==> src/sdio_map.svh <==
`ifndef SDIO_MAP_SVH
`define SDIO_MAP_SVH

// Register offsets (word index on the plain register port)
`define SDIO_REG_CTRL      4'h0
`define SDIO_REG_DIR       4'h1
`define SDIO_REG_OUT       4'h2
`define SDIO_REG_IN        4'h3
`define SDIO_REG_FRONT     4'h4
`define SDIO_REG_ATTEN     4'h5
`define SDIO_REG_STATUS    4'h6
`define SDIO_REG_SNAP      4'h7

// Control register fields
`define SDIO_CTRL_CLK_IN   0
`define SDIO_CTRL_CLK_OUT  1
`define SDIO_CTRL_TERM     2
`define SDIO_CTRL_FAST     3

// Front-end register fields (per analog input)
`define SDIO_FRONT_TERM0   0
`define SDIO_FRONT_TERM1   1
`define SDIO_FRONT_AC0     2
`define SDIO_FRONT_AC1     3

// Attenuator register fields
`define SDIO_ATT_BANK1_LSB 0
`define SDIO_ATT_BANK2     2

// Reset values
`define SDIO_CTRL_RESET    4'h0
`define SDIO_DIR_RESET     2'h0
`define SDIO_OUT_RESET     16'h0000

// Clocked digital input limit on the sample clock
`define SDIO_CLK_IN_MAX_HZ 10000000

`endif

==> src/sdio_pkg.sv <==
package sdio_pkg;

  // First output attenuator bank steps
  typedef enum logic [1:0]
  {
    SDIO_ATT_0DB  = 2'b00,
    SDIO_ATT_6DB  = 2'b01,
    SDIO_ATT_14DB = 2'b10,
    SDIO_ATT_20DB = 2'b11
  } sdio_att1_t;

  // Stream word: source of the captured sample
  typedef struct packed
  {
    logic [11:0] ain1;
    logic [11:0] ain0;
    logic [15:0] pins;
  } sdio_word_t;

endpackage

==> src/sdio_stream_if.sv <==
`timescale 1ns/10ps
`default_nettype none

// Valid/ready stream of captured words between core and buffer
interface sdio_stream_if;
  import sdio_pkg::*;
  logic       valid;  // Word present
  logic       ready;  // Receiver takes word
  sdio_word_t data;   // Captured word
  modport src (output valid, output data, input ready);
  modport dst (input valid, input data, output ready);
endinterface

`default_nettype wire

==> src/sdio_port.sv <==
`timescale 1ns/10ps
`default_nettype none
`include "sdio_map.svh"

module sdio_port
  import sdio_pkg::*;
#(
  parameter int PORT_W = 8            // Pins per port
)
(
  input  wire logic                i_core_clk,
  input  wire logic                i_reset,
  input  wire logic                i_ce,
  // Register port
  input  wire logic [3:0]          i_addr,
  input  wire logic [31:0]         i_wdata,
  input  wire logic                i_wr,
  input  wire logic                i_rd,
  output var  logic [31:0]         o_rdata,
  // Sample clock rate reported by the clock generator
  input  wire logic [31:0]         i_ain_rate_hz,
  // Converter strobes and data (same clock domain)
  input  wire logic                i_ain_strobe,
  input  wire logic [11:0]         i_ain0,
  input  wire logic [11:0]         i_ain1,
  input  wire logic                i_aout_strobe,
  input  wire logic [15:0]         i_aout1_word,
  output var  logic [11:0]         o_aout1_code,
  // Stream toward host memory
  output var  logic                o_stream_valid,
  input  wire logic                i_stream_ready,
  output var  sdio_word_t          o_stream_data,
  // Digital pins
  input  wire logic [2*PORT_W-1:0] i_digital_pins,
  output var  logic [2*PORT_W-1:0] o_digital_pins,
  output var  logic [2*PORT_W-1:0] o_digital_pins_oe,
  // Analog switch controls
  output var  logic                o_pin_term_en,
  output var  logic [1:0]          o_ain_term_en,
  output var  logic [1:0]          o_ain_ac_en,
  output var  logic [1:0]          o_att_bank1,
  output var  logic                o_att_bank2
);

  localparam int PW = 2 * PORT_W;

  logic [3:0]    ctrl;         // Mode and termination control
  logic [1:0]    dir;          // One direction bit per port
  logic [PW-1:0] out_val;      // Values driven on output ports
  logic [3:0]    front;        // Input termination and AC coupling
  logic [2:0]    atten;        // Attenuator selection
  logic [PW-1:0] sync1;        // Pin synchroniser stages
  logic [PW-1:0] sync2;        // Second stage, compared with third
  logic [PW-1:0] sync3;        // Third stage
  logic [PW-1:0] pins_stable;  // Filtered pin levels
  logic [PW-1:0] snap;         // Single-shot capture
  logic          too_fast;     // Sample clock above limit
  logic          refused;      // Sticky refusal flag
  logic          clk_in_on;    // Clocked input allowed and asked for
  logic          clk_out_on;   // Clocked output asked for
  logic [PW-1:0] dir_mask;     // Per-pin output enable
  logic [PW-1:0] pin_read;     // Port view as software sees it
  logic [11:0]   code_q;       // Last D/A code for output 1

  sdio_stream_if cap ();

  // Per-pin mask from the two port direction bits
  function automatic logic [PW-1:0] port_mask(input logic [1:0] d);
    port_mask = {{PORT_W{d[1]}}, {PORT_W{d[0]}}};
  endfunction

  // Mode decode; clocked input is gated off above the rate limit
  assign dir_mask   = port_mask(dir);
  assign too_fast   = (i_ain_rate_hz > 32'(`SDIO_CLK_IN_MAX_HZ));
  assign clk_in_on  = ctrl[`SDIO_CTRL_CLK_IN] && !too_fast;
  assign clk_out_on = ctrl[`SDIO_CTRL_CLK_OUT];
  // Output ports read their driven value, input ports the pins
  assign pin_read   = (dir_mask & out_val) | (~dir_mask & pins_stable);

  // Three-stage synchroniser; second and third must agree
  always_ff @(posedge i_core_clk or posedge i_reset)
  begin
    if (i_reset)
    begin
      sync1       <= '0;
      sync2       <= '0;
      sync3       <= '0;
      pins_stable <= '0;
    end
    else if (i_ce)
    begin
      sync1 <= i_digital_pins;
      sync2 <= sync1;
      sync3 <= sync2;
      // A level is taken only once two stages agree; one stray sample is filtered
      for (int k = 0; k < PW; k++)
      begin
        if (sync2[k] == sync3[k])
          pins_stable[k] <= sync3[k];
      end
    end
  end

  // Control registers written by software
  always_ff @(posedge i_core_clk or posedge i_reset)
  begin
    if (i_reset)
    begin
      ctrl  <= `SDIO_CTRL_RESET;
      dir   <= `SDIO_DIR_RESET;
      front <= 4'h0;
      atten <= 3'h0;
    end
    else if (i_ce && i_wr)
    begin
      // Unmapped and read-only indices are ignored on write
      case (i_addr)
        `SDIO_REG_CTRL:  ctrl  <= i_wdata[3:0];
        `SDIO_REG_DIR:   dir   <= i_wdata[1:0];
        `SDIO_REG_FRONT: front <= i_wdata[3:0];
        `SDIO_REG_ATTEN: atten <= i_wdata[2:0];
        default:         ;
      endcase
    end
  end

  // Output value: software write, or output sample word when clocked
  always_ff @(posedge i_core_clk or posedge i_reset)
  begin
    if (i_reset)
      out_val <= `SDIO_OUT_RESET;
    else if (i_ce)
    begin
      // Sample word wins; software writes are ignored while clocked
      if (clk_out_on && i_aout_strobe)
        out_val <= i_aout1_word[PW-1:0];
      else if (!clk_out_on && i_wr && i_addr == `SDIO_REG_OUT)
        out_val <= i_wdata[PW-1:0];
    end
  end

  // Analog output 1 code taken from the shared word, 12-bit signed
  always_ff @(posedge i_core_clk or posedge i_reset)
  begin
    if (i_reset)
      code_q <= 12'h000;
    // Loaded in every mode, since the converter always takes the word
    else if (i_ce && i_aout_strobe)
      code_q <= i_aout1_word[11:0];
  end
  assign o_aout1_code = code_q;

  // Single-shot snapshot on a write to the snapshot register
  always_ff @(posedge i_core_clk or posedge i_reset)
  begin
    if (i_reset)
      snap <= '0;
    else if (i_ce && i_wr && i_addr == `SDIO_REG_SNAP)
      snap <= pin_read;
  end

  // Sticky refusal; a new refusal wins over a clear
  always_ff @(posedge i_core_clk or posedge i_reset)
  begin
    if (i_reset)
      refused <= 1'b0;
    else if (i_ce)
    begin
      // Checked first: a clear loses while the condition persists
      if (ctrl[`SDIO_CTRL_CLK_IN] && too_fast)
        refused <= 1'b1;
      else if (i_wr && i_addr == `SDIO_REG_STATUS && i_wdata[0])
        refused <= 1'b0;
    end
  end

  // Capture word: both inputs and pins on the same sample strobe
  always_ff @(posedge i_core_clk or posedge i_reset)
  begin
    if (i_reset)
    begin
      cap.valid <= 1'b0;
      cap.data  <= '0;
    end
    else if (i_ce)
    begin
      if (clk_in_on && i_ain_strobe && cap.ready)
      begin
        cap.valid     <= 1'b1;
        cap.data.ain0 <= i_ain0;
        cap.data.ain1 <= i_ain1;
        cap.data.pins <= pin_read;
      end
      // Buffer took the word; drop valid unless a new one came
      else if (cap.ready)
        cap.valid <= 1'b0;
    end
  end

  // Stall buffer toward host memory; strobes are dropped while it is full
  sdio_skid u_skid (
    .i_core_clk (i_core_clk),
    .i_reset    (i_reset),
    .i_ce       (i_ce),
    .s_in       (cap.dst),
    .o_valid    (o_stream_valid),
    .i_ready    (i_stream_ready),
    .o_data     (o_stream_data)
  );

  // Read data one cycle after the read strobe, zero otherwise
  always_ff @(posedge i_core_clk or posedge i_reset)
  begin
    if (i_reset)
      o_rdata <= 32'h0;
    else if (i_ce)
    begin
      // Data stands for one cycle only
      o_rdata <= 32'h0;
      if (i_rd)
      begin
        case (i_addr)
          `SDIO_REG_CTRL:   o_rdata <= {28'h0, ctrl};
          `SDIO_REG_DIR:    o_rdata <= {30'h0, dir};
          `SDIO_REG_OUT:    o_rdata <= 32'(out_val);
          `SDIO_REG_IN:     o_rdata <= 32'(pin_read);
          `SDIO_REG_FRONT:  o_rdata <= {28'h0, front};
          `SDIO_REG_ATTEN:  o_rdata <= {29'h0, atten};
          `SDIO_REG_STATUS: o_rdata <= {30'h0, too_fast, refused};
          `SDIO_REG_SNAP:   o_rdata <= 32'(snap);
          default:          o_rdata <= 32'h0;
        endcase
      end
    end
  end

  // Pin drive and switch outputs
  assign o_digital_pins    = out_val;
  assign o_digital_pins_oe = dir_mask;
  assign o_pin_term_en     = ctrl[`SDIO_CTRL_TERM];
  assign o_ain_term_en     = {front[`SDIO_FRONT_TERM1], front[`SDIO_FRONT_TERM0]};
  assign o_ain_ac_en       = {front[`SDIO_FRONT_AC1], front[`SDIO_FRONT_AC0]};
  assign o_att_bank1       = atten[1:0];
  assign o_att_bank2       = atten[`SDIO_ATT_BANK2];

  // Checks on the register, pin and stream paths
  a_reset_idle: assert property (@(posedge i_core_clk)
    $fell(i_reset) |-> (o_digital_pins_oe == '0 && !o_pin_term_en))
    else $error("pins driven or termination on after reset");

  a_dir_oe: assert property (@(posedge i_core_clk) disable iff (i_reset)
    o_digital_pins_oe == {{PORT_W{dir[1]}}, {PORT_W{dir[0]}}})
    else $error("port enable differs from direction");

  a_readback_out: assert property (@(posedge i_core_clk) disable iff (i_reset)
    (i_ce && i_rd && i_addr == `SDIO_REG_IN) |=> ((o_rdata[PW-1:0] & $past(dir_mask))
      == ($past(out_val) & $past(dir_mask))))
    else $error("output port read did not return driven value");

  a_fast_block: assert property (@(posedge i_core_clk) disable iff (i_reset)
    (i_ce && too_fast && cap.ready) |=> !cap.valid)
    else $error("capture made above clock limit");

  a_capture_word: assert property (@(posedge i_core_clk) disable iff (i_reset)
    (i_ce && clk_in_on && i_ain_strobe && cap.ready) |=> (cap.valid && cap.data.ain0 == $past(i_ain0)))
    else $error("sample not captured");

  a_clk_out: assert property (@(posedge i_core_clk) disable iff (i_reset)
    (i_ce && clk_out_on && i_aout_strobe) |=> (out_val == $past(i_aout1_word[PW-1:0])))
    else $error("clocked output not from output word");

  a_single_write: assert property (@(posedge i_core_clk) disable iff (i_reset)
    (i_ce && !clk_out_on && i_wr && i_addr == `SDIO_REG_OUT) |=> (o_digital_pins == $past(i_wdata[PW-1:0])))
    else $error("single write not applied");

  a_term_bit: assert property (@(posedge i_core_clk) disable iff (i_reset)
    (i_ce && i_wr && i_addr == `SDIO_REG_CTRL) |=> (o_pin_term_en == $past(i_wdata[`SDIO_CTRL_TERM])))
    else $error("termination enable not written");

  a_snap_take: assert property (@(posedge i_core_clk) disable iff (i_reset)
    (i_ce && i_wr && i_addr == `SDIO_REG_SNAP) |=> (snap == $past(pin_read)))
    else $error("snapshot not taken from pin view");

  a_in_pins: assert property (@(posedge i_core_clk) disable iff (i_reset)
    (i_ce && i_rd && i_addr == `SDIO_REG_IN) |=> ((o_rdata[PW-1:0] & ~$past(dir_mask))
      == ($past(pins_stable) & ~$past(dir_mask))))
    else $error("input port read did not return pin levels");

  a_refuse_set: assert property (@(posedge i_core_clk) disable iff (i_reset)
    (i_ce && ctrl[`SDIO_CTRL_CLK_IN] && too_fast) |=> refused)
    else $error("refusal not flagged");

  a_refuse_clear: assert property (@(posedge i_core_clk) disable iff (i_reset)
    (i_ce && !(ctrl[`SDIO_CTRL_CLK_IN] && too_fast) && i_wr && i_addr == `SDIO_REG_STATUS
      && i_wdata[0]) |=> !refused)
    else $error("refusal flag not cleared");

  a_pair_sample: assert property (@(posedge i_core_clk) disable iff (i_reset)
    (i_ce && clk_in_on && i_ain_strobe && cap.ready)
      |=> (cap.data.ain1 == $past(i_ain1) && cap.data.pins == $past(pin_read)))
    else $error("inputs and pins not taken on one strobe");

  a_out_hold: assert property (@(posedge i_core_clk) disable iff (i_reset)
    (i_ce && clk_out_on && !i_aout_strobe) |=> $stable(out_val))
    else $error("clocked output changed without a sample");

  a_code_take: assert property (@(posedge i_core_clk) disable iff (i_reset)
    (i_ce && i_aout_strobe) |=> (o_aout1_code == $past(i_aout1_word[11:0])))
    else $error("output code not taken from output word");

  a_att_write: assert property (@(posedge i_core_clk) disable iff (i_reset)
    (i_ce && i_wr && i_addr == `SDIO_REG_ATTEN)
      |=> ({o_att_bank2, o_att_bank1} == $past(i_wdata[`SDIO_ATT_BANK2:`SDIO_ATT_BANK1_LSB])))
    else $error("attenuator selection not written");

  a_front_write: assert property (@(posedge i_core_clk) disable iff (i_reset)
    (i_ce && i_wr && i_addr == `SDIO_REG_FRONT)
      |=> (o_ain_term_en == $past(i_wdata[`SDIO_FRONT_TERM1:`SDIO_FRONT_TERM0])))
    else $error("input termination not written");

  a_ac_write: assert property (@(posedge i_core_clk) disable iff (i_reset)
    (i_ce && i_wr && i_addr == `SDIO_REG_FRONT)
      |=> (o_ain_ac_en == $past(i_wdata[`SDIO_FRONT_AC1:`SDIO_FRONT_AC0])))
    else $error("coupling selection not written");

  a_stream_hold: assert property (@(posedge i_core_clk) disable iff (i_reset)
    (o_stream_valid && !(i_ce && i_stream_ready)) |=> (o_stream_valid && $stable(o_stream_data)))
    else $error("stream word lost during a stall");

  a_dir_write: assert property (@(posedge i_core_clk) disable iff (i_reset)
    (i_ce && i_wr && i_addr == `SDIO_REG_DIR) |=> (dir == $past(i_wdata[1:0])))
    else $error("direction not written");

endmodule

`default_nettype wire

==> src/sdio_skid.sv <==
`timescale 1ns/10ps
`default_nettype none

// Two-entry buffer; data out of a register, no word lost on a stall
module sdio_skid
  import sdio_pkg::*;
(
  input  wire logic   i_core_clk,
  input  wire logic   i_reset,
  input  wire logic   i_ce,
  sdio_stream_if.dst  s_in,
  output var logic    o_valid,
  input  wire logic   i_ready,
  output var sdio_word_t o_data
);

  sdio_word_t mem [2];   // Two storage entries
  logic       wr_ptr;    // Next slot to fill
  logic       rd_ptr;    // Slot presented
  logic [1:0] count;     // Words held
  logic       push;
  logic       pop;

  // Ready is honest: only while a slot is free
  assign s_in.ready = (count != 2'd2);
  assign push       = i_ce && s_in.valid && s_in.ready;
  assign pop        = i_ce && o_valid && i_ready;
  assign o_valid    = (count != 2'd0);
  assign o_data     = mem[rd_ptr];

  // Storage write
  always_ff @(posedge i_core_clk)
  begin
    if (push)
    begin
      mem[wr_ptr] <= s_in.data;
    end
  end

  // Pointers and fill level
  always_ff @(posedge i_core_clk or posedge i_reset)
  begin
    if (i_reset)
    begin
      wr_ptr <= 1'b0;
      rd_ptr <= 1'b0;
      count  <= 2'd0;
    end
    else
    begin
      if (push)
        wr_ptr <= ~wr_ptr;
      if (pop)
        rd_ptr <= ~rd_ptr;
      count <= count + {1'b0, push} - {1'b0, pop};
    end
  end

endmodule

`default_nettype wire

==> config.mk <==
export PLATFORM = sky130hd
export DESIGN_NAME = sdio_port
export DESIGN_NICKNAME = d
export VERILOG_FILES = /design/src/sdio_pkg.sv /design/src/sdio_stream_if.sv /design/src/sdio_port.sv /design/src/sdio_skid.sv
export VERILOG_INCLUDE_DIRS = /design/src
export SDC_FILE = /design/constraint.sdc
export NUM_CORES = 1
export LEC_CHECK = 0
export ABC_AREA = 1
export ABC_CLOCK_PERIOD_IN_PS = 8200
export BUFFER_PORTS_ARGS = -buffer_cell sky130_fd_sc_hd__buf_2
export CORE_ASPECT_RATIO = 2
export CORE_MARGIN = 3
export CORE_UTILIZATION = 30
export DETAILED_ROUTE_END_ITERATION = 10
export PLACE_DENSITY = 0.54
export SLEW_MARGIN = 20
export SYNTH_ARGS = -nofsm -noshare
export SYNTH_HDL_FRONTEND = slang
export SYNTH_SLANG_ARGS = --single-unit
==> constraint.sdc <==
create_clock -name i_core_clk -period 8.2 [get_ports i_core_clk]
set_clock_uncertainty 0.05 [all_clocks]
set_input_delay 0.41 -clock i_core_clk [delete_from_list [all_inputs] [get_ports i_core_clk]]
set_output_delay 0.41 -clock i_core_clk [all_outputs]
set_load 0.02 [all_outputs]
======== Yosys cells after proc, flatten, opt, wreduce, memory -nomap -nowiden ========
Memory sizes are Yosys's and may differ from the RTL's.
Cells that the tools add are included.
storage, ports and cells
  bits in registers ....................... 199
  memories ................................ 1
  output and inout port bits .............. 125
  RAM bits ................................ 80
operators by class
  multiplexer cells ....................... 10
  bitwise operators ....................... 6
  magnitude comparators ................... 1
  reduce and logical (&&, ||, !) cells .... 47
  add/sub/neg operators ................... 2
  equality and inequality tests ........... 24
memory list
  memory      words  width  read ports  clocked after memory_dff  write ports  RTL line         source
  u_skid.mem  2      40     1           0                         1            sdio_skid.sv:17  sdio_word_t mem [2];
operator list
  operator                                                          count
  one-hot mux 16 bit (8 select lines)                               1
  2-to-1 mux 16 bit                                                 3
  AND reduction 2 bit                                               24
  AND 16 bit                                                        2
  greater-than comparator 32 x 24 -> 1 bit (second input constant)  1
  equality test 1 bit                                               16
  equality test 4 x 3 -> 1 bit (second input constant)              4
  logical AND 1 bit                                                 16
  inverter 16 bit                                                   1
  bitwise OR 16 bit                                                 1
  equality test 4 x 2 -> 1 bit (second input constant)              2
  nonzero test 2 bit                                                4
  2-to-1 mux 1 bit                                                  6
  equality test 4 x 1 -> 1 bit (second input constant)              1
  zero test 4 bit                                                   1
  adder 2 x 1 -> 2 bit                                              1
  zero test 1 bit                                                   2
  inequality test 2 bit (second input constant)                     1
  inverter 1 bit                                                    2
  subtractor 2 x 1 -> 2 bit                                         1

======== Depth between registers and ports, before layout ========
Gate-level depths: netlist of the first run.
  depth after elaboration ................. 7
  gate-level depth with buffers ........... 12

======== Cells and area by module ========
From an unflattened synthesis of the first run, not the netlist that was laid out.
second synthesis, totals
  cell total of the unflattened synthesis .. 1199
  area, all modules ....................... 11312.1 um2
modules (own cells, without submodules)
  module     cells an instance  area an instance (um2)  sequential area each (um2)  instances
  sdio_port  953                8087.8                  4479.3                      1
  sdio_skid  246                3224.3                  2502.4                      1

======== Worst setup path before layout of the first run ========
Ideal clock, no wire load.
  kind .................................... input-to-reg
  start point ............................. input i_ce
  end point ............................... memory u_skid.mem[0][0] (netlist name) (enable)
  data arrival time ....................... 2.719 ns
  path slack .............................. 4.993 ns
  setup time .............................. 0.438 ns
  stages on the path ...................... 4
  cell sequence ........................... buf_2 -> clkbuf_1 -> nand3_1 -> nor2_1
between the ends
  longest elaborated chain between the ends .. 4
ends and longest elaborated chain
  element                                 RTL line         source
  start, declared                         sdio_port.sv:13  input wire logic i_ce,
  logical AND 1 bit (2 in a row)          sdio_skid.sv:26  assign push = i_ce && s_in.valid && s_in.ready;
  2-to-1 mux 1 bit                        sdio_skid.sv:34  if (push)
  2-to-1 mux 1 bit (implied by the code)  sdio_skid.sv:36  mem[wr_ptr] <= s_in.data;
  end, declared                           sdio_skid.sv:17
No other way between the ends.

==> reports/summary.txt, run 1 <==
Outcome: complete, but fails checks
Violated checks: hold timing
Setup-failing EPs final: 0
Crit-path cells: clkinv_1 -> buf_4 -> nand2_1 -> nand2_1 -> buf_2
Area leader, netlist: dfrtp_1
Die Wd: 143 um
Reg2reg start: ctrl[1]
Number of flops mapped to enable cells by yosys: 80
Largest net degree at the start of global routing: 109
Max Clock Freq: 275 MHz
DRT iter0 DRCs: 313
Top-count cell post-synth: nand2_1
# Post-CTS Setup Buffers: 0
Filler Cell Count: 3715
Power per Cell Area: 264 mW/mm2
Row cnt: 99
Initial antenna violation count: 1
Vias in the first global route: 8602
WL final: 30100 um
First-pass GRT wire length: 46900 um
GRT Resource Usage Total: 15.0%
Worst vdd ir: 144 uV
R2r endpoint: o_digital_pins[10]
CTS root buffer: clkbuf_16
Top_reg_cell synth: dfrtp_1
Worst EP required: 7740 ps
Number of H-tree levels: 1
Synth area leaders: dfrtp_1, edfxtp_1, nand2_1
FF+latch count, synth: 263
Min Hold Slack: -41.2 ps
GPL Wtd Cong: 0.835
Hold Path Class: primary input to async pin
Layout area overhead: 19.5%
Synth warnings: 0
RSZ-0062 raised after global routing: no
Drt drc: 0
Pre-CTS setup slack: 4810 ps
Post_cts resized: 0
Post-Synthesis Cells: 1174
Die area: 0.0399 mm2
Normalized max-slew margin: 25.0%
Max Cap Viol: 0
Share of the synthesized area in the top cell type: 40.8%
Initial core utilization: 30.6%
Worst slew pin tran: 1120 ps
Hold Fails Final Rpt: 18
Critical-path maximum fanout: 41
Post-synth top cells: nand2_1, dfrtp_1, o21ai_0
Mean area per synthesized cell: 9.56 um2
Vias: 8372
WP buf/inv: 3
Share of layout cells above drive strength 1: 21.5%
Crit Path Category: flop to output port
Critical path endpoint category: output port
Crit start category: flop
Design area: 0.0134 mm2
Post-route setup slack: 4560 ps
R2r setup slk: 5390 ps
Area of the core: 0.0367 mm2
Crit-path max cell delay: 950 ps
DP Area: 0.0125 mm2
Synth cell types: 43
Vias per inst: 4.55
Total congestion overflow: 0
Cell Area, Synth: 0.0112 mm2
Drt wl/cell: 16.4 um
Synth async-reset ratio: 69.6%
Chip Height: 280 um
Post-detail-place hpwl: 21500 um
Routed Antenna Nets: 0
Worst path slowest cell: dfrtp_2
Critical path's top delay family: buffers and inverters
Slew Viols, Final: 0
Seq/Total Area, Yosys: 62.2%
Top cell by count, worst path: nand2_1
Ports: 257
Leak: 0.00665 uW
Num CTS Buffers: 26
Final nets: 1499
Clock Pin Slew Worst Setup and Hold Paths: 60 ps
Hold-fix buffers, CTS: 1
Worst skew pair latency: 540 ps
Port Buffers: 224
Period utilization: 44.4%
Worst Reg-to-Reg Cells: 4
Sink Count: 263
Tmin final: 3640 ps
ANT cells: 0
DRT Pass-1 Iters: 5
TritonCTS clock tree: yes
Crit path DAT: 3180 ps
Sum Neg Setup Slack: 0 ps
Clock buffer depth: 3
metrics by stage:
stage / cells / util [%] / power, uW
2_1_floorplan: 1189 / - / 2100
3_5_place_dp: 1790 / 34.2 / 2380
3_3_place_gp: 1790 / 34.2 / 2370
5_1_grt: 1839 / 36.6 / 3740
6_report: 1839 / 36.6 / 3540
4_1_cts: 1839 / 36.6 / 3610
worst max path at each step:
| stage | start | endpoint | cells after the start |
|---|---|---|---|
| finish | u_skid.rd_ptr | o_stream_data[4] | 5 |
| global route | u_skid.rd_ptr | o_stream_data[7] | 5 |
| CTS | u_skid.rd_ptr | o_stream_data[4] | 5 |
| detailed placement | i_ce | cap.data[2] | 7 |
| global placement | i_ce | cap.data[14] | 7 |
| floorplan | i_reset | atten[0] | 1 |
state kept, by name (all words and copies together) (netlist names), 2 cells and up:
name	flops
atten	3
cap.data	40
ctrl	4
dir	2
front	4
o_aout1_code	12
o_digital_pins	16
o_rdata	16
pins_stable	16
snap	16
sync1	16
sync2	16
sync3	16
u_skid.count	2
u_skid.mem	80
worst register-to-register path, stage by stage (launching register included):
cell and delay [ps]:
dfrtp_1 540, nand2_1 640, a21oi_4 980, nand2_1 340
o21ai_0 160
layout make-up:
type / instances / area (um2) / area share [%]
Sequential cell: 263 / 6980 / 52.0
Multi-Input combinational cell: 745 / 3450 / 25.7
Timing Repair Buffer: 231 / 1180 / 8.77
Clock buffer: 39 / 793 / 5.91
Tap cell: 454 / 568 / 4.23
Inverter: 98 / 377 / 2.81
Clock inverter: 9 / 70.1 / 0.522
cell families (layout without fill, tap and decap cells):
family,count (synthesis),count (layout),synth area share (%)
xor+xnor,4,4,0.312
other cells,1,16,0.0334
compound gates,183,183,9.36
flops,263,263,62.2
simple gates,526,526,18.7
fa+ha+maj,2,2,0.223
buf+inv,181,377,7.77
mux,14,14,1.39
cells in the final DEF, fill, tap and decap left out, types with 3 or more instances in the layout:
cell type  instances
nor2_2             4
clkinv_1           4
nor2_4             5
buf_4              6
nand4_1            3
a21oi_1            6
o21ai_0          128
inv_1             92
o21a_1             3
clkbuf_1           7
clkbuf_8           3
o22ai_1            4
nand2_1          377
conb_1            16
edfxtp_1          80
nor2_1            82
o2111ai_1          3
buf_2            224
a221oi_1           7
o21ai_1            6
clkbuf_16         29
inv_2              3
mux2_1             7
o211ai_1          18
dfrtp_1          182
mux2_2             6
clkinv_2           4
nor3_1             3
nand3_1           47
power by group:
part / total (uW) / internal [uW] / switching, uW
Sequential: 1640 / 1490 / 153
Combinational: 701 / 220 / 481
Clock: 1200 / 699 / 499
Total: 3540 / 2410 / 1130
metal layers:
metal,vias to the layer above,GRT usage (%),part of all wire [%]
met5,-,0,0.043
met4,2,6.34,4.1
met3,65,1.86,3.9
met2,213,29.3,56
met1,3932,15.7,36
li1,4160,-,-
Power figures use the tool's default switching activity.
==> run 2: changes to the inputs <==
--- a/config.mk
+++ b/config.mk
@@ -7,13 +7,13 @@
 export NUM_CORES = 1
 export LEC_CHECK = 0
 export ABC_AREA = 1
-export ABC_CLOCK_PERIOD_IN_PS = 8200
+export ABC_CLOCK_PERIOD_IN_PS = 2930
 export BUFFER_PORTS_ARGS = -buffer_cell sky130_fd_sc_hd__buf_2
 export CORE_ASPECT_RATIO = 2
 export CORE_MARGIN = 3
 export CORE_UTILIZATION = 30
 export DETAILED_ROUTE_END_ITERATION = 10
-export PLACE_DENSITY = 0.54
+export PLACE_DENSITY = 0.56
 export SLEW_MARGIN = 20
 export SYNTH_ARGS = -nofsm -noshare
 export SYNTH_HDL_FRONTEND = slang
==> constraint.sdc (replaced) <==
create_clock -name i_core_clk -period 2.93 [get_ports i_core_clk]
set_clock_uncertainty 0.05 [all_clocks]
set_input_delay 0.1465 -clock i_core_clk [delete_from_list [all_inputs] [get_ports i_core_clk]]
set_output_delay 0.1465 -clock i_core_clk [all_outputs]
set_load 0.02 [all_outputs]
==> reports/summary.txt, run 2 (synthesis results as in run 1) <==
Outcome: finished, final reports clean
WL final: 31700 um
Hold Path Class: primary input to flop
Initial core utilization: 30.6%
Design area: 0.0143 mm2
Worst EP required: 2730 ps
Non-filler cells, final: 1924
Met3 routed WL: 1180 um
Worst slew pin tran: 846 ps
Crit path DAT: 2330 ps
Period utilization: 86.3%
Layout area overhead: 27.0%
Top flop regs: u_skid.mem (80), cap.data (40)
Worst Reg-to-Reg Cells: 6
Num CTS Buffers: 25
Worst skew pair latency: 530 ps
Crit start category: flop
Max Clock Freq: 396 MHz
Tmin final: 2530 ps
Max Cap Viol: 0
Share of layout cells above drive strength 1: 21.3%
Post-detail-place hpwl: 23200 um
DP Area: 0.0127 mm2
Port Buffers: 224
Hold Fails Final Rpt: 0
Leak: 0.00702 uW
M1 wire length: 11200 um
Slew Viols, Final: 0
Row cnt: 99
RSZ-0062 raised after global routing: no
TritonCTS clock tree: yes
Crit Path Category: flop to output port
CTS root buffer: clkbuf_16
Min Hold Slack: 31.3 ps
Final nets: 1587
Power per Cell Area: 702 mW/mm2
Drt wl/cell: 16.5 um
Setup-failing EPs final: 0
Sink Count: 263
Number of H-tree levels: 1
# Post-CTS Setup Buffers: 0
Most used cells in the layout excluding fill and tap cells: nand2_1, buf_2, dfrtp_1
Total congestion overflow: 0
Initial antenna violation count: 0
Die area: 0.0399 mm2
Vias in the first global route: 8894
Worst vdd ir: 429 uV
Dpl cells: 1807
Ports: 257
Die Wd: 143 um
Chip Height: 280 um
Critical-path maximum fanout: 24
DRT Pass-1 Iters: 4
Max layer used: met4
Critical path endpoint category: output port
Routed Antenna Nets: 0
Area of the core: 0.0367 mm2
Vias per inst: 4.51
Largest net degree at the start of global routing: 60
Top reg by flops: u_skid.mem
First-pass GRT wire length: 48800 um
Clock Pin Slew Worst Setup and Hold Paths: 70 ps
Hold Path Depth: 4
DRT iter0 DRCs: 388
DR WL met2: 18200 um
Vias: 8676
Normalized max-slew margin: 43.0%
GRT Resource Usage Total: 15.7%
Commonest non-fill, non-tap cell in the layout: nand2_1
GPL Wtd Cong: 0.859
Drt drc: 0
Max FFs per register: 80
Clock buffer depth: 3
Post_cts resized: 0
Sum Neg Setup Slack: 0 ps
[run 2: cell types whose count changed in the layout (fill, tap and decap cells not counted), sizes merged]
cell and delta:
buf +17, diode +1, clkinv -4, bufinv +1, clkbuf -2, dlygate4sd3 +72
clkinvlp +1, inv -1
[run 2: worst paths after layout]
kind,to,from,slack [ps]
hold reg to reg,u_skid.mem[1][6],cap.data[6],420
hold / removal,o_digital_pins[3],i_wr,30
max in group asynchronous,u_skid.rd_ptr,i_reset,1560
setup / recovery,o_stream_data[16],u_skid.rd_ptr,400
min in group asynchronous,o_aout1_code[0],i_reset,280
setup reg to reg,o_digital_pins[15],ctrl[1],530
[run 2: layout make-up]
class / instances / area [um2]
multi-input combinational: 745 / 3450
fill: 3646 / 22400
clock inverter: 6 / 88.8
tap: 454 / 568
inverter: 98 / 373
antenna: 1 / 2.50
clock buffer: 37 / 742
sequential: 263 / 6980
timing repair buffer: 320 / 2050
[run 2: report_power, final]
part	total [uW]	internal [uW]	switching [uW]
Clock	3300	1930	1370
Sequential	4490	4160	327
Combinational	2220	736	1490
Total	10000	6820	3190
[run 2: through the flow]
stage | utilization [%] | setup WS (ps) | total power [uW]
2_1_floorplan | - | -13.4 | 5880
3_3_place_gp | 34.6 | 792 | 6660
3_5_place_dp | 34.6 | 767 | 6720
4_1_cts | 38.9 | 244 | 10200
5_1_grt | 38.9 | 165 | 10600
6_report | 38.9 | 402 | 10000
[run 2: worst max-delay path, cell delays in order (launching register included)]
cell,delay [ps]
dfrtp_2,360
clkinv_1,640
buf_4,490
nand2_1,90
nand2_1,60
buf_2,160
[run 2: metal layers]
metal / global-route usage [%] / vias up
met5: 0 / -
met2: 31.7 / 208
li1: - / 4332
met3: 1.81 / 56
met1: 15.9 / 4080
met4: 5.83 / 0
[run 2: timing repair]
item,in CTS,in global routing
endpoints found under the hold margin,105,0
setup endpoints to repair,0,0
hold buffers,73,0
